**src/arfwc_pkg.sv**
```systemverilog
// arfwc_pkg: register addresses, reset values, field positions and carrier types
// for the conversion result formatter and window comparator.
// assumes an 8-bit special-function register bus and a 12-bit converter core.
package arfwc_pkg;

    // =========================================================================
    // widths
    // =========================================================================
    localparam int RES_W  = 12;  // converter result width
    localparam int WORD_W = 16;  // justified data word width
    localparam int BYTE_W = 8;

    // =========================================================================
    // register addresses
    // =========================================================================
    localparam logic [7:0] ADDR_RESULT_LOW_BYTE        = 8'hbe;
    localparam logic [7:0] ADDR_RESULT_HIGH_BYTE       = 8'hbf;
    localparam logic [7:0] ADDR_UPPER_LIMIT_LOW_BYTE   = 8'hc4;
    localparam logic [7:0] ADDR_UPPER_LIMIT_HIGH_BYTE  = 8'hc5;
    localparam logic [7:0] ADDR_LOWER_LIMIT_LOW_BYTE   = 8'hc6;
    localparam logic [7:0] ADDR_LOWER_LIMIT_HIGH_BYTE  = 8'hc7;
    localparam logic [7:0] ADDR_CONVERTER_CONTROL      = 8'he8;

    // =========================================================================
    // reset values
    // =========================================================================
    localparam logic [7:0] RST_RESULT      = 8'h00;
    localparam logic [7:0] RST_UPPER_LIMIT = 8'hff;
    localparam logic [7:0] RST_LOWER_LIMIT = 8'h00;
    localparam logic       RST_FLAG        = 1'b0;
    localparam logic       RST_LJUST       = 1'b0;

    // =========================================================================
    // control register fields
    // =========================================================================
    localparam int CTRL_LJUST_BIT = 0;  // left_justify_select
    localparam int CTRL_FLAG_BIT  = 1;  // window_compare_flag

    // =========================================================================
    // carriers
    // =========================================================================
    typedef struct packed {
        logic       wr;     // one-cycle write strobe
        logic [7:0] addr;   // register address
        logic [7:0] wdata;  // write data
    } arfwc_sfr_req_t;

    typedef struct packed {
        logic             done;  // end-of-conversion pulse
        logic             diff;  // result is a differential reading
        logic [RES_W-1:0] data;  // raw result, two's complement when diff
    } arfwc_conv_t;

endpackage : arfwc_pkg

```
**src/arfwc_window_cmp.sv**
```systemverilog
// arfwc_window_cmp: combinational window test of one justified data word.
// assumes the caller only samples the hit output on an end-of-conversion cycle.
`timescale 1ns/1ps
`default_nettype none
module arfwc_window_cmp #(
    parameter int W = 16
) (
    // data and limits
    input  wire logic [W-1:0] word,
    input  wire logic [W-1:0] upper_limit,
    input  wire logic [W-1:0] lower_limit,
    // comparison mode
    input  wire logic         signed_mode,
    // result
    output logic              hit
);

    // =========================================================================
    // order-preserving keys
    // =========================================================================
    logic [W-1:0] sign_flip;
    logic [W-1:0] key_word;
    logic [W-1:0] key_upper;
    logic [W-1:0] key_lower;

    // flipping the msb maps two's complement order onto unsigned order,
    // so one set of comparators serves both modes
    assign sign_flip = {signed_mode, {(W-1){1'b0}}};
    assign key_word  = word ^ sign_flip;
    assign key_upper = upper_limit ^ sign_flip;
    assign key_lower = lower_limit ^ sign_flip;

    // =========================================================================
    // window decision
    // =========================================================================
    logic below_lower;
    logic above_upper;

    assign below_lower = key_word < key_lower;
    assign above_upper = key_word > key_upper;

    // limits crossed give an inside window, otherwise an outside window
    always_comb begin
        if (key_lower > key_upper) begin
            hit = below_lower && above_upper;
        end else begin
            hit = below_lower || above_upper;
        end
    end

endmodule // arfwc_window_cmp
`default_nettype wire

```
**src/arfwc_top.sv**
```systemverilog
// arfwc_top: result formatting, result/limit registers and window flag.
// assumes the register bus is the 8-bit special-function bus of the core:
// one-cycle write strobes and a combinational read of the addressed byte.
`timescale 1ns/1ps
`default_nettype none

// Notes on behaviour
// - left justified: low byte bits 7:4 hold result bits 3:0, bits 3:0 read zero
// - right justified: low byte holds result bits 7:0
// - right justified: high byte low nibble is top bits, upper nibble sign or zero
// - left justified: high byte then low upper nibble carry the whole 12 bits
// - single-ended results are unsigned in both justifications
// - differential results are two's complement in both justifications
// - every finished result is compared against both limit words autonomously
// - comparison happens at end of conversion; a hit sets the window flag
// - upper limit word is high byte then low byte, both reset to ones
// - lower limit word is high byte then low byte, both reset to zeros
// - lower above upper: hit only strictly between the two limits
// - lower not above upper: hit strictly below lower or strictly above upper
// - differential mode compares result and limits as signed values
// - control bit 0 selects left justification when one
module arfwc_top
    import arfwc_pkg::*;
(
    // clock and reset
    input  wire logic           sys_clk,
    input  wire logic           arst_n,
    // special-function register bus
    input  wire arfwc_sfr_req_t sfr_req,
    output logic [7:0]          sfr_rdata,
    output logic                sfr_hit,
    // converter core
    input  wire arfwc_conv_t    conv,
    // status towards the interrupt controller
    output logic                window_compare_flag,
    output logic                left_justify_select
);

    // =========================================================================
    // formatting
    // =========================================================================
    // builds the 16-bit word that software reads for a given raw result
    function automatic logic [WORD_W-1:0] fmt_word_f(
        input logic [RES_W-1:0] data,
        input logic             diff,
        input logic             ljust
    );
        logic [WORD_W-RES_W-1:0] ext;
        ext = {(WORD_W-RES_W){diff & data[RES_W-1]}};
        if (ljust) begin
            fmt_word_f = {data, {(WORD_W-RES_W){1'b0}}};
        end else begin
            fmt_word_f = {ext, data};
        end
    endfunction

    // =========================================================================
    // registers
    // =========================================================================
    logic [7:0] res_lo_r,   res_lo_nxt;
    logic [7:0] res_hi_r,   res_hi_nxt;
    logic [7:0] gt_lo_r,    gt_lo_nxt;
    logic [7:0] gt_hi_r,    gt_hi_nxt;
    logic [7:0] lt_lo_r,    lt_lo_nxt;
    logic [7:0] lt_hi_r,    lt_hi_nxt;
    logic       flag_r,     flag_nxt;
    logic       ljust_r,    ljust_nxt;

    logic [WORD_W-1:0] conv_word;
    logic [WORD_W-1:0] upper_word;
    logic [WORD_W-1:0] lower_word;
    logic              win_hit;
    logic              hw_set;

    // the word and the limits seen by the comparator
    assign conv_word  = fmt_word_f(conv.data, conv.diff, ljust_r);
    assign upper_word = {gt_hi_r, gt_lo_r};
    assign lower_word = {lt_hi_r, lt_lo_r};

    // =========================================================================
    // window comparator
    // =========================================================================
    arfwc_window_cmp #(
        .W (WORD_W)
    ) u_cmp (
        .word        (conv_word),
        .upper_limit (upper_word),
        .lower_limit (lower_word),
        .signed_mode (conv.diff),
        .hit         (win_hit)
    );

    // only an end-of-conversion qualifies, so idle data never raises the flag
    assign hw_set = conv.done & win_hit;

    // =========================================================================
    // next-state logic
    // =========================================================================
    // a write in the same cycle as an end of conversion loses to the result
    // for the result bytes, and the hardware set wins over a software clear
    always_comb begin
        res_lo_nxt = res_lo_r;
        res_hi_nxt = res_hi_r;
        gt_lo_nxt  = gt_lo_r;
        gt_hi_nxt  = gt_hi_r;
        lt_lo_nxt  = lt_lo_r;
        lt_hi_nxt  = lt_hi_r;
        flag_nxt   = flag_r;
        ljust_nxt  = ljust_r;
        if (sfr_req.wr) begin
            case (sfr_req.addr)
                ADDR_RESULT_LOW_BYTE: begin
                    res_lo_nxt = sfr_req.wdata;
                end
                ADDR_RESULT_HIGH_BYTE: begin
                    res_hi_nxt = sfr_req.wdata;
                end
                ADDR_UPPER_LIMIT_LOW_BYTE: begin
                    gt_lo_nxt = sfr_req.wdata;
                end
                ADDR_UPPER_LIMIT_HIGH_BYTE: begin
                    gt_hi_nxt = sfr_req.wdata;
                end
                ADDR_LOWER_LIMIT_LOW_BYTE: begin
                    lt_lo_nxt = sfr_req.wdata;
                end
                ADDR_LOWER_LIMIT_HIGH_BYTE: begin
                    lt_hi_nxt = sfr_req.wdata;
                end
                ADDR_CONVERTER_CONTROL: begin
                    flag_nxt  = sfr_req.wdata[CTRL_FLAG_BIT];
                    ljust_nxt = sfr_req.wdata[CTRL_LJUST_BIT];
                end
                default: begin
                    res_lo_nxt = res_lo_r;
                end
            endcase
        end
        // both bytes of one result are written in one edge
        if (conv.done) begin
            res_hi_nxt = conv_word[WORD_W-1:BYTE_W];
            res_lo_nxt = conv_word[BYTE_W-1:0];
        end
        if (hw_set) begin
            flag_nxt = 1'b1;
        end
    end

    // register stage only
    always_ff @(posedge sys_clk or negedge arst_n) begin
        if (!arst_n) begin
            res_lo_r <= RST_RESULT;
            res_hi_r <= RST_RESULT;
            gt_lo_r  <= RST_UPPER_LIMIT;
            gt_hi_r  <= RST_UPPER_LIMIT;
            lt_lo_r  <= RST_LOWER_LIMIT;
            lt_hi_r  <= RST_LOWER_LIMIT;
            flag_r   <= RST_FLAG;
            ljust_r  <= RST_LJUST;
        end else begin
            res_lo_r <= res_lo_nxt;
            res_hi_r <= res_hi_nxt;
            gt_lo_r  <= gt_lo_nxt;
            gt_hi_r  <= gt_hi_nxt;
            lt_lo_r  <= lt_lo_nxt;
            lt_hi_r  <= lt_hi_nxt;
            flag_r   <= flag_nxt;
            ljust_r  <= ljust_nxt;
        end
    end

    // =========================================================================
    // read path
    // =========================================================================
    // control bits other than the two kept here belong to other blocks and
    // read as zero from this one; the core ors the byte with its neighbours
    always_comb begin
        sfr_rdata = 8'h00;
        sfr_hit   = 1'b1;
        case (sfr_req.addr)
            ADDR_RESULT_LOW_BYTE:       sfr_rdata = res_lo_r;
            ADDR_RESULT_HIGH_BYTE:      sfr_rdata = res_hi_r;
            ADDR_UPPER_LIMIT_LOW_BYTE:  sfr_rdata = gt_lo_r;
            ADDR_UPPER_LIMIT_HIGH_BYTE: sfr_rdata = gt_hi_r;
            ADDR_LOWER_LIMIT_LOW_BYTE:  sfr_rdata = lt_lo_r;
            ADDR_LOWER_LIMIT_HIGH_BYTE: sfr_rdata = lt_hi_r;
            ADDR_CONVERTER_CONTROL: begin
                sfr_rdata[CTRL_FLAG_BIT]  = flag_r;
                sfr_rdata[CTRL_LJUST_BIT] = ljust_r;
            end
            default: begin
                sfr_hit = 1'b0;
            end
        endcase
    end

    assign window_compare_flag = flag_r;
    assign left_justify_select = ljust_r;

    // =========================================================================
    // checks
    // =========================================================================
    logic ctrl_wr;
    assign ctrl_wr = sfr_req.wr && (sfr_req.addr == ADDR_CONVERTER_CONTROL);
endmodule // arfwc_top
`default_nettype wire

```
**config.mk**
```make
export PLATFORM = sky130hd
export DESIGN_NAME = arfwc_top
export DESIGN_NICKNAME = d
export VERILOG_FILES = /design/src/arfwc_pkg.sv /design/src/arfwc_window_cmp.sv /design/src/arfwc_top.sv
export SDC_FILE = /design/constraint.sdc
export NUM_CORES = 1
export LEC_CHECK = 0
export ABC_AREA = 1
export BUFFER_PORTS_ARGS = -buffer_cell sky130_fd_sc_hd__buf_2
export CORE_MARGIN = 5
export CORE_UTILIZATION = 60
export CTS_CLUSTER_DIAMETER = 120
export DETAILED_ROUTE_END_ITERATION = 12
export PLACE_DENSITY = 0.81
export SLEW_MARGIN = 20
export SYNTH_ARGS = -nofsm -noshare
export SYNTH_HDL_FRONTEND = slang
export SYNTH_SLANG_ARGS = --single-unit
```
**constraint.sdc**
```tcl
create_clock -name sys_clk -period 2.3 [get_ports sys_clk]
set_clock_uncertainty 0.05 [all_clocks]
set_input_delay 0.345 -clock sys_clk [delete_from_list [all_inputs] [get_ports sys_clk]]
set_output_delay 0.345 -clock sys_clk [all_outputs]
set_load 0.03 [all_outputs]
```
# --- After elaboration in Yosys (flattened, before gate mapping) ---
# Cells that the tools add are included.
op_classes:
  order_cmp: 3
  n_eq_ne: 7
  mux: 14
  n_bitwise: 5
  reduce_logical: 16
ops:
  columns: ["op", "count"]
  rows:
  - ["== test 8 bit, second input constant", 7]
  - ["two-way mux 8 bit", 6]
  - ["XOR 16 bit", 3]
  - ["one-hot mux 6 bit (6 select lines)", 1]
  - ["greater-than comparator 16 bit", 2]
  - ["< comparator 16 bit", 1]
  - ["two-way mux 16 bit", 1]
  - ["AND reduction 2 bit", 8]
  - ["one-hot mux 2 bit (7 select lines)", 1]
  - ["nonzero test 2 bit", 5]
  - ["OR reduction 7 bit", 1]
  - ["two-way mux 1 bit", 5]
  - ["bitwise AND 1 bit", 2]
  - ["logical AND 1 bit", 1]
  - ["logical OR 1 bit", 1]
totals:
  register_bits: 50
  output_inout_bits: 11
  elab_cells: 53

# --- Logic depth before layout (Yosys ltp) ---
# Gate-level depths: netlist of run 1.
depth:
  depth_word: 9
  mapped_depth: 17

# --- Modules after synthesis ---
# A second synthesis of run 1 with hierarchy kept.
unflattened:
  cells_unflattened: 629
  hier_area_um2: 4384.2
modules_own_cells:
  columns: ["mod", "instances", "cells_per_inst", "area_each_um2"]
  rows:
  - ["arfwc_top", 1, 426, 3086.7]
  - ["arfwc_window_cmp", 1, 203, 1297.5]

# --- Worst setup path after synthesis of run 1 ---
# Ideal clock, no wire load.
synth_timing:
  path_type: "flip-flop to flip-flop"
  start: "reg ljust_r, in the netlist left_justify_select"
  end: "reg flag_r, in the netlist window_compare_flag"
  setup_ns: 0.121
  arrival_time_ns: 2.089
  t_required_ns: 2.129
  path_slack_ns: 0.041
  path_stages_with_launch: 15
  path_buffers: 3
  synth_period_minus_slack_ns: 2.259
  cell_sequence: "dfrtp_1 > buf_6 > inv_2 > buf_6 > buf_2 > o21ai_0 > inv_1 > ha_1 > nand4_1 > nor3_1 > nand2_1 > nand3_1 > nand2_1 > nand2_1 > nand2_1"
synth_via:
  elab_chain_len: 8
  elab_cells_between_ends: 12
synth_lines:
  columns: ["item", "line", "rtl"]
  rows:
  - ["from (decl)", "arfwc_top.sv:67", "logic ljust_r, ljust_nxt;"]
  - ["from (signal assigned)", "arfwc_top.sv:168", "ljust_r <= ljust_nxt;"]
  - ["two-way mux 16 bit *", "arfwc_top.sv:50", "if (ljust) begin"]
  - ["XOR 16 bit *", "arfwc_window_cmp.sv:29", "assign key_word = word ^ sign_flip;"]
  - ["< comparator 16 bit or greater-than comparator 16 bit (tied branches)", "arfwc_window_cmp.sv:39, arfwc_window_cmp.sv:40", null]
  - ["logical OR 1 bit or logical AND 1 bit (tied branches)", "arfwc_window_cmp.sv:47, arfwc_window_cmp.sv:45", null]
  - ["two-way mux 1 bit *", "arfwc_window_cmp.sv:44", "if (key_lower > key_upper) begin"]
  - ["bitwise AND 1 bit *", "arfwc_top.sv:94", "assign hw_set = conv.done & win_hit;"]
  - ["nonzero test 2 bit (no source line)", null, null]
  - ["AND reduction 2 bit (no source line)", null, null]
  - ["to (signal assigned)", "arfwc_top.sv:167", "flag_r <= flag_nxt;"]
  - ["to (decl)", "arfwc_top.sv:66", "logic flag_r, flag_nxt;"]
# Every way passes the cells marked *; elsewhere a longest branch is shown, timed or not.
# A chain may end at the register's enable or synchronous reset.

# --- Final worst setup path of run 1 ---
layout_timing:
  start: "in sfr_req[12] (netlist name)"
  end: "out sfr_rdata[1]"
layout_via:
  elab_chain_len: 2
  elab_cells_between_ends: 8
layout_lines:
  columns: ["item", "line", "rtl"]
  rows:
  - ["from (decl)", "arfwc_top.sv:29", "input wire arfwc_sfr_req_t sfr_req,"]
  - ["== test 8 bit", "arfwc_top.sv:180", "case (sfr_req.addr)"]
  - ["one-hot mux 2 bit (7 select lines) *", "arfwc_top.sv:180", null]
  - ["to (decl)", "arfwc_top.sv:30", "output logic [7:0] sfr_rdata,"]
# Marks and branches as above.

==> impl_metrics.json, run 1 <==
{
  "status": "complete, no violations",
  "worstSetupPathType": "in2out",
  "reg2reg_to": "window_compare_flag",
  "p_per_area_mw_per_mm2": 500,
  "wirelength_um": 11900,
  "overflow": 0,
  "period_share": 0.941,
  "syn_nets": 607,
  "post-synth-top-count-cell": "nand2_1",
  "yosysUniqueCellTypes": 39,
  "htreeDepth": 2,
  "post-place-ws_ns": 0.0579,
  "hold_violations": 0,
  "end_kind": "output pin",
  "fmax_mhz": 462,
  "worst-r2r-setup-slack_ns": 0.14,
  "critical_path_required_ns": 1.90,
  "yosys.area.top_type": "dfrtp_1",
  "tightest_slew_ns": 0.912,
  "vias_per_cell": 5.82,
  "final_cell_count_no_fill": 657,
  "cap_violations": 0,
  "p_leak_nw": 2.17,
  "clkSinkCount": 50,
  "grt_pass1_vias": 3646,
  "gp_congestion": 1.02,
  "hold_path.class": "in2reg",
  "peakVddDrop_mv": 0.322,
  "insertion_delay_ns": 0.31,
  "switching_power_uw": 777,
  "r2r_start": "left_justify_select",
  "period_needed_ns": 2.17,
  "cts-root-buf": "clkbuf_8",
  "die_area_sq_mm": 0.00835,
  "synth-edff-count": 0,
  "placedCellCount": 648,
  "ys_warn_count": 0,
  "rsz0062_at_grt": "false",
  "crit_path_end": "sfr_rdata[1]",
  "cts_made_buffers": 5,
  "combPwrFrac": 0.291,
  "synthFlopType": "dfrtp_1",
  "die_w_um": 91.4,
  "tritoncts": "done",
  "critical_path_arrival_ns": 1.77,
  "synth-seq-cells": 50,
  "start_kind": "primary input",
  "fin_tns_setup_ns": 0,
  "fin_ws_ns": 0.135,
  "postRouteAntennaNets": 0,
  "pwr-share-clk": 0.262,
  "clock_path_buffers": 2,
  "synth_common_cells": "nand2_1 (146), inv_1 (73), ha_1 (43), nor2_1 (43), dfrtp_1 (34)",
  "area_growth_pct": 10.8,
  "final_max_slew_viol_count": 0,
  "firstDrtPassIters": 5,
  "row_count": 29,
  "syn_area_sq_mm": 0.00398,
  "clk_pin_slew_ns": 0.10,
  "via_count": 3822,
  "numPortBuffers": 43,
  "crit_start": "sfr_req[12]",
  "synth_top_area_share": 0.214,
  "holdWs_ns": 0.221,
  "async_flop_share": 1.00,
  "reg2regPathDepth": 12,
  "setup_viol": 0,
  "die_h_um": 91.4,
  "yosysSeqAreaShare": 0.320,
  "antennaDiodeCount": 0,
  "dpl.hpwl_um": 9670,
  "layout-drive-gt1-share": 0.207,
  "antenna_found_initial": 0,
  "seqPwrFrac": 0.447,
  "grt_pass1_wl_um": 19000,
  "relSlewSlack": 0.390,
  "synth_area_leaders": "dfrtp_1 (21%), nand2_1 (14%), ha_1 (14%), dfstp_2 (11%), inv_1 (6.9%)",
  "fin_nets": 655,
  "drc": 0,
  "wl_per_cell_um": 18.1,
  "p_int_mw": 1.43,
  "track_usage": 0.287,
  "sw_frac_of_total": 0.353,
  "io_pins": 44,
  "grt_max_degree": 33,
  "crit_fanout": 8,
  "netlist_instances": 531,
  "start_util": 0.623,
  "core-area_sq_mm": 0.00639,
  "avgSynthCellArea_sq_um": 7.49,
  "drt_iter0_drc": 407
}
## worst max-delay path, stage by stage
cell and delay (ns):
buf_2 0.12, nor3_2 0.21, nand2_1 0.11, clkinv_2 0.09
buf_4 0.16, nand3_4 0.15, o22ai_1 0.23, nor2_1 0.09
nand2_1 0.07, buf_2 0.19
## cell families after synthesis
kind of cell	after synthesis	synth area share
buf+inv	90	0.0988
xor+xnor	3	0.00661
compound gates	112	0.179
fa+ha+maj	43	0.135
simple gates	233	0.261
flops	50	0.320
## power groups by stage
| stage | logic (mW) | clock network, mW | registers, mW |
|---|---|---|---|
| after floorplan | 0.430 | 0 | 0.988 |
| after global placement | 0.605 | 0 | 0.993 |
| after detailed placement | 0.623 | 0 | 0.997 |
| after CTS | 0.629 | 0.580 | 0.981 |
| after global routing | 0.727 | 0.616 | 0.989 |
| final | 0.641 | 0.578 | 0.984 |
## routing by layer
layer	part of all wire	track usage	vias to the layer above
li1	-	-	1858
met1	0.42	0.393	1784
met4	0.027	0.0880	0
met3	0.083	0.0504	26
met2	0.47	0.462	154
met5	0	0	-
## how the worst min path moves through the flow
stage                          start             endpoint  slack, ns  cells past startpoint
final                     sfr_req[0]  left_justify_select       0.22                      3
after global placement        arst_n          res_hi_r[7]       0.28                      1
after detailed placement      arst_n          res_hi_r[6]       0.30                      1
after global routing      sfr_req[0]  left_justify_select       0.26                      3
after CTS                 sfr_req[0]  left_justify_select       0.23                      3
after floorplan               arst_n  left_justify_select    -0.0006                      0
## state kept, by name, indices dropped and copies added (netlist names)
name,flops
left_justify_select,1
res_lo_r,8
gt_hi_r,8
res_hi_r,8
window_compare_flag,1
lt_hi_r,8
gt_lo_r,8
lt_lo_r,8
## per-stage QoR
| stage | instance area [sq um] | power, mW | utilization |
|---|---|---|---|
| global route | 4410 | 2.33 | 0.690 |
| floorplan | 3980 | 1.42 | - |
| finish | 4410 | 2.20 | 0.690 |
| CTS | 4380 | 2.19 | 0.686 |
| global placement | 4270 | 1.60 | 0.669 |
| detailed placement | 4270 | 1.62 | 0.669 |
## what timing repair did
action	4_1_cts	5_1_grt
hold buffers	1	0
setup endpoints to repair	0	6
resized for setup	0	12
setup buffers	0	0
hold endpoints to repair	18	0
## final cells by class
type	instances	area [sq um]
Clock buffer	6	82.6
Clock inverter	2	16.3
Fill cell	581	1980
Inverter	77	293
Multi-Input combinational cell	391	2330
Sequential cell	50	1270
Tap cell	77	96.3
Timing Repair Buffer	54	315
## cells in the final DEF (no fill, tap or decap), types with 3 or more instances in the layout
| cell | instances |
|---|---|
| inv_1 | 73 |
| ha_1 | 43 |
| clkbuf_8 | 6 |
| dfrtp_1 | 34 |
| o21ai_2 | 25 |
| buf_2 | 42 |
| o22ai_1 | 13 |
| nand2_1 | 146 |
| nand4_1 | 11 |
| o21ai_0 | 24 |
| buf_4 | 10 |
| o211ai_1 | 5 |
| nand3_1 | 16 |
| nor2_1 | 43 |
| a21oi_1 | 28 |
| a221oi_1 | 3 |
| dfstp_2 | 16 |
| o21ai_1 | 4 |
Power figures use the tool's default switching activity.
==> inputs of run 2 (changes only) <==
--- a/config.mk
+++ b/config.mk
@@ -5,13 +5,13 @@
 export SDC_FILE = /design/constraint.sdc
 export NUM_CORES = 1
 export LEC_CHECK = 0
-export ABC_AREA = 1
 export BUFFER_PORTS_ARGS = -buffer_cell sky130_fd_sc_hd__buf_2
 export CORE_MARGIN = 5
-export CORE_UTILIZATION = 60
+export CORE_UTILIZATION = 61
+export CTS_BUF_LIST = sky130_fd_sc_hd__clkbuf_4 sky130_fd_sc_hd__clkbuf_8
 export CTS_CLUSTER_DIAMETER = 120
 export DETAILED_ROUTE_END_ITERATION = 12
-export PLACE_DENSITY = 0.81
+export PLACE_DENSITY = 0.83
 export SLEW_MARGIN = 20
 export SYNTH_ARGS = -nofsm -noshare
 export SYNTH_HDL_FRONTEND = slang
==> impl_metrics.json, run 2 <==
{
  "reg2regPathDepth": 9,
  "drt_iter0_drc": 371,
  "wl_per_cell_um": 21.1,
  "wl_met2_um": 5270,
  "synthFlopType": "dfrtp_1",
  "worst-r2r-setup-slack_ns": -0.18,
  "cap_violations": 0,
  "r2r_start": "left_justify_select",
  "stdcell_area_sq_mm": 0.00465,
  "insertion_delay_ns": 0.30,
  "mostFrequentLayoutCell": "nand2_1",
  "grt_pass1_vias": 3465,
  "n_fill_cell": 399,
  "antenna_found_initial": 0,
  "avgSynthCellArea_sq_um": 9.73,
  "vias_per_cell": 6.46,
  "final_max_slew_viol_count": 0,
  "gp_congestion": 0.998,
  "track_usage": 0.291,
  "synth-seq-cells": 50,
  "numPortBuffers": 43,
  "netlist_instances": 393,
  "yosysSeqAreaShare": 0.333,
  "reg2reg_to": "window_compare_flag",
  "cts_made_buffers": 5,
  "relSlewSlack": 0.711,
  "dr_wl_met3_um": 1100,
  "start_util": 0.638,
  "clk_pin_slew_ns": 0.09,
  "yosys.area.top_type": "dfrtp_1",
  "ys_warn_count": 0,
  "setup_viol": 1,
  "async_flop_share": 1.00,
  "status": "finished, violations left",
  "die_w_um": 89.2,
  "met1Wirelength_um": 4660,
  "critical-path-max-stage-delay_ns": 0.47,
  "tritoncts": "done",
  "hold_end": "gt_hi_r[4]",
  "crit_slowest_cell": "dfrtp_2",
  "end_kind": "flop",
  "hold_path.class": "in2reg",
  "hp-start": "sfr_req[4]",
  "core-area_sq_mm": 0.00599,
  "syn_area_sq_mm": 0.00382,
  "synth_top_area_share": 0.223,
  "multiInputGateArea_sq_mm": 0.00248,
  "synth-edff-count": 0,
  "period_needed_ns": 2.48,
  "p_per_area_mw_per_mm2": 503,
  "via_count": 3531,
  "peakVddDrop_mv": 0.338,
  "rsz0062_at_grt": "true",
  "worstSetupPathType": "reg2reg",
  "period_share": 1.08,
  "fin_nets": 547,
  "grt_pass1_wl_um": 17400,
  "area_growth_pct": 21.5,
  "start_kind": "flop",
  "fin_ws_ns": -0.179,
  "critical_path.top_delay_family": "compound AO/OA/AOI/OAI gates",
  "tightest_slew_ns": 0.433,
  "overflow": 0,
  "place_area_sq_mm": 0.00435,
  "antennaDiodeCount": 0,
  "io_pins": 44,
  "yosysUniqueCellTypes": 52,
  "dpl.hpwl_um": 8510,
  "p_total_mw": 2.34,
  "clkSinkCount": 50,
  "final_cell_mix": "nand2_1 (51), buf_2 (44), buf_4 (39)",
  "wirelength_um": 11500,
  "post-synth-top-count-cell": "nand2_1",
  "synth_common_cells": "nand2_1 (53), ha_1 (43), o21ai_0 (37)",
  "crit_fanout": 6,
  "fmax_mhz": 403,
  "critical_path_required_ns": 2.44,
  "p_leak_nw": 2.26,
  "grt_max_degree": 22,
  "drc": 0,
  "htreeDepth": 2,
  "syn_nets": 469,
  "cts-root-buf": "clkbuf_8",
  "layout-drive-gt1-share": 0.360,
  "hold_violations": 0,
  "synth_area_leaders": "dfrtp_1 (22%), ha_1 (14%), dfstp_2 (11%), mux2_2 (8.0%), mux2i_1 (6.0%)",
  "crit_chain": "buf_4 -> mux2_4 -> ha_4 -> and4_1 -> nand2_1 -> a21o_1 -> a211o_1 -> a22oi_2 -> o221ai_2",
  "seqCellArea_sq_mm": 0.00127,
  "whs_path_depth": 3,
  "top_layer_used": "met4",
  "die_area_sq_mm": 0.00795,
  "firstDrtPassIters": 4,
  "violations": "negative setup slack",
  "row_count": 28,
  "critical_path_arrival_ns": 2.62,
  "die_h_um": 89.2,
  "crit_buf_inv": 1,
  "clock_path_buffers": 2,
  "postRouteAntennaNets": 0
}
run 2: worst max-delay path by stage:
stage	start	to	slack, ns	cells after the start
floorplan	left_justify_select	window_compare_flag	-0.12	10
global placement	left_justify_select	window_compare_flag	-0.01	9
detailed placement	left_justify_select	window_compare_flag	-0.05	9
CTS	left_justify_select	window_compare_flag	-0.04	11
global route	left_justify_select	window_compare_flag	-0.26	11
finish	left_justify_select	window_compare_flag	-0.18	9
run 2: per-layer routing:
layer	track usage	vias to the layer above
met5	0	-
met3	0.0719	53
li1	-	1571
met4	0.0920	0
met2	0.474	208
met1	0.385	1699
run 2: what timing repair did:
action / in CTS / in global routing
gates cloned: 1 / 0
endpoints found under the hold margin: 7 / 0
buffers inserted: 3 / 2
setup endpoints to repair: 1 / 1
pin swaps: 7 / 9
resized for setup: 6 / 17
hold buffers: 1 / 0
run 2: cell type report:
type,count,area share
Clock buffer,7,0.0194
Clock inverter,1,0.00646
Inverter,33,0.0269
Multi-Input combinational cell,294,0.533
Sequential cell,50,0.274
Tap cell,75,0.0202
Timing Repair Buffer,87,0.120
run 2: cell families (layout without fill, tap and decap cells):
logic type                 count (synthesis)  in the layout  synth area share
adders and majority gates                 43             43             0.141
muxes                                     59             59             0.191
buffers and inverters                     49            128            0.0547
AOI/OAI and AO/OA                         86             86             0.135
and+or+nand+nor                          102            102             0.137
xor gates and xnor gates                   4              4           0.00916
DFF                                       50             50             0.333
run 2: worst register-to-register path, delay by kind of cell (launching register included):
family	cells	cell delay, ns
flops	1	0.47
simple gates	2	0.32
fa+ha+maj	1	0.28
mux	1	0.32
buf+inv	1	0.15
compound gates	4	0.77
run 2: power breakdown:
| part | switching, mW | total, mW | leakage, nW | internal [mW] |
|---|---|---|---|---|
| Combinational | 0.366 | 0.668 | 1.63 | 0.302 |
| Sequential | 0.0488 | 1.00 | 0.573 | 0.954 |
| Clock | 0.301 | 0.668 | 0.0619 | 0.367 |
run 2: metrics by stage:
stage	instances	util	setup slack, ns	setup TNS, ns	hold slack, ns
4_1_cts	545	0.755	-0.0362	-0.0362	0.262
6_report	547	0.775	-0.179	-0.179	0.262
3_3_place_gp	532	0.726	-0.0111	-0.0111	0.209
3_5_place_dp	532	0.726	-0.0533	-0.0533	0.211
5_1_grt	547	0.775	-0.264	-0.264	0.276
2_1_floorplan	393	-	-0.119	-0.119	-0.000591
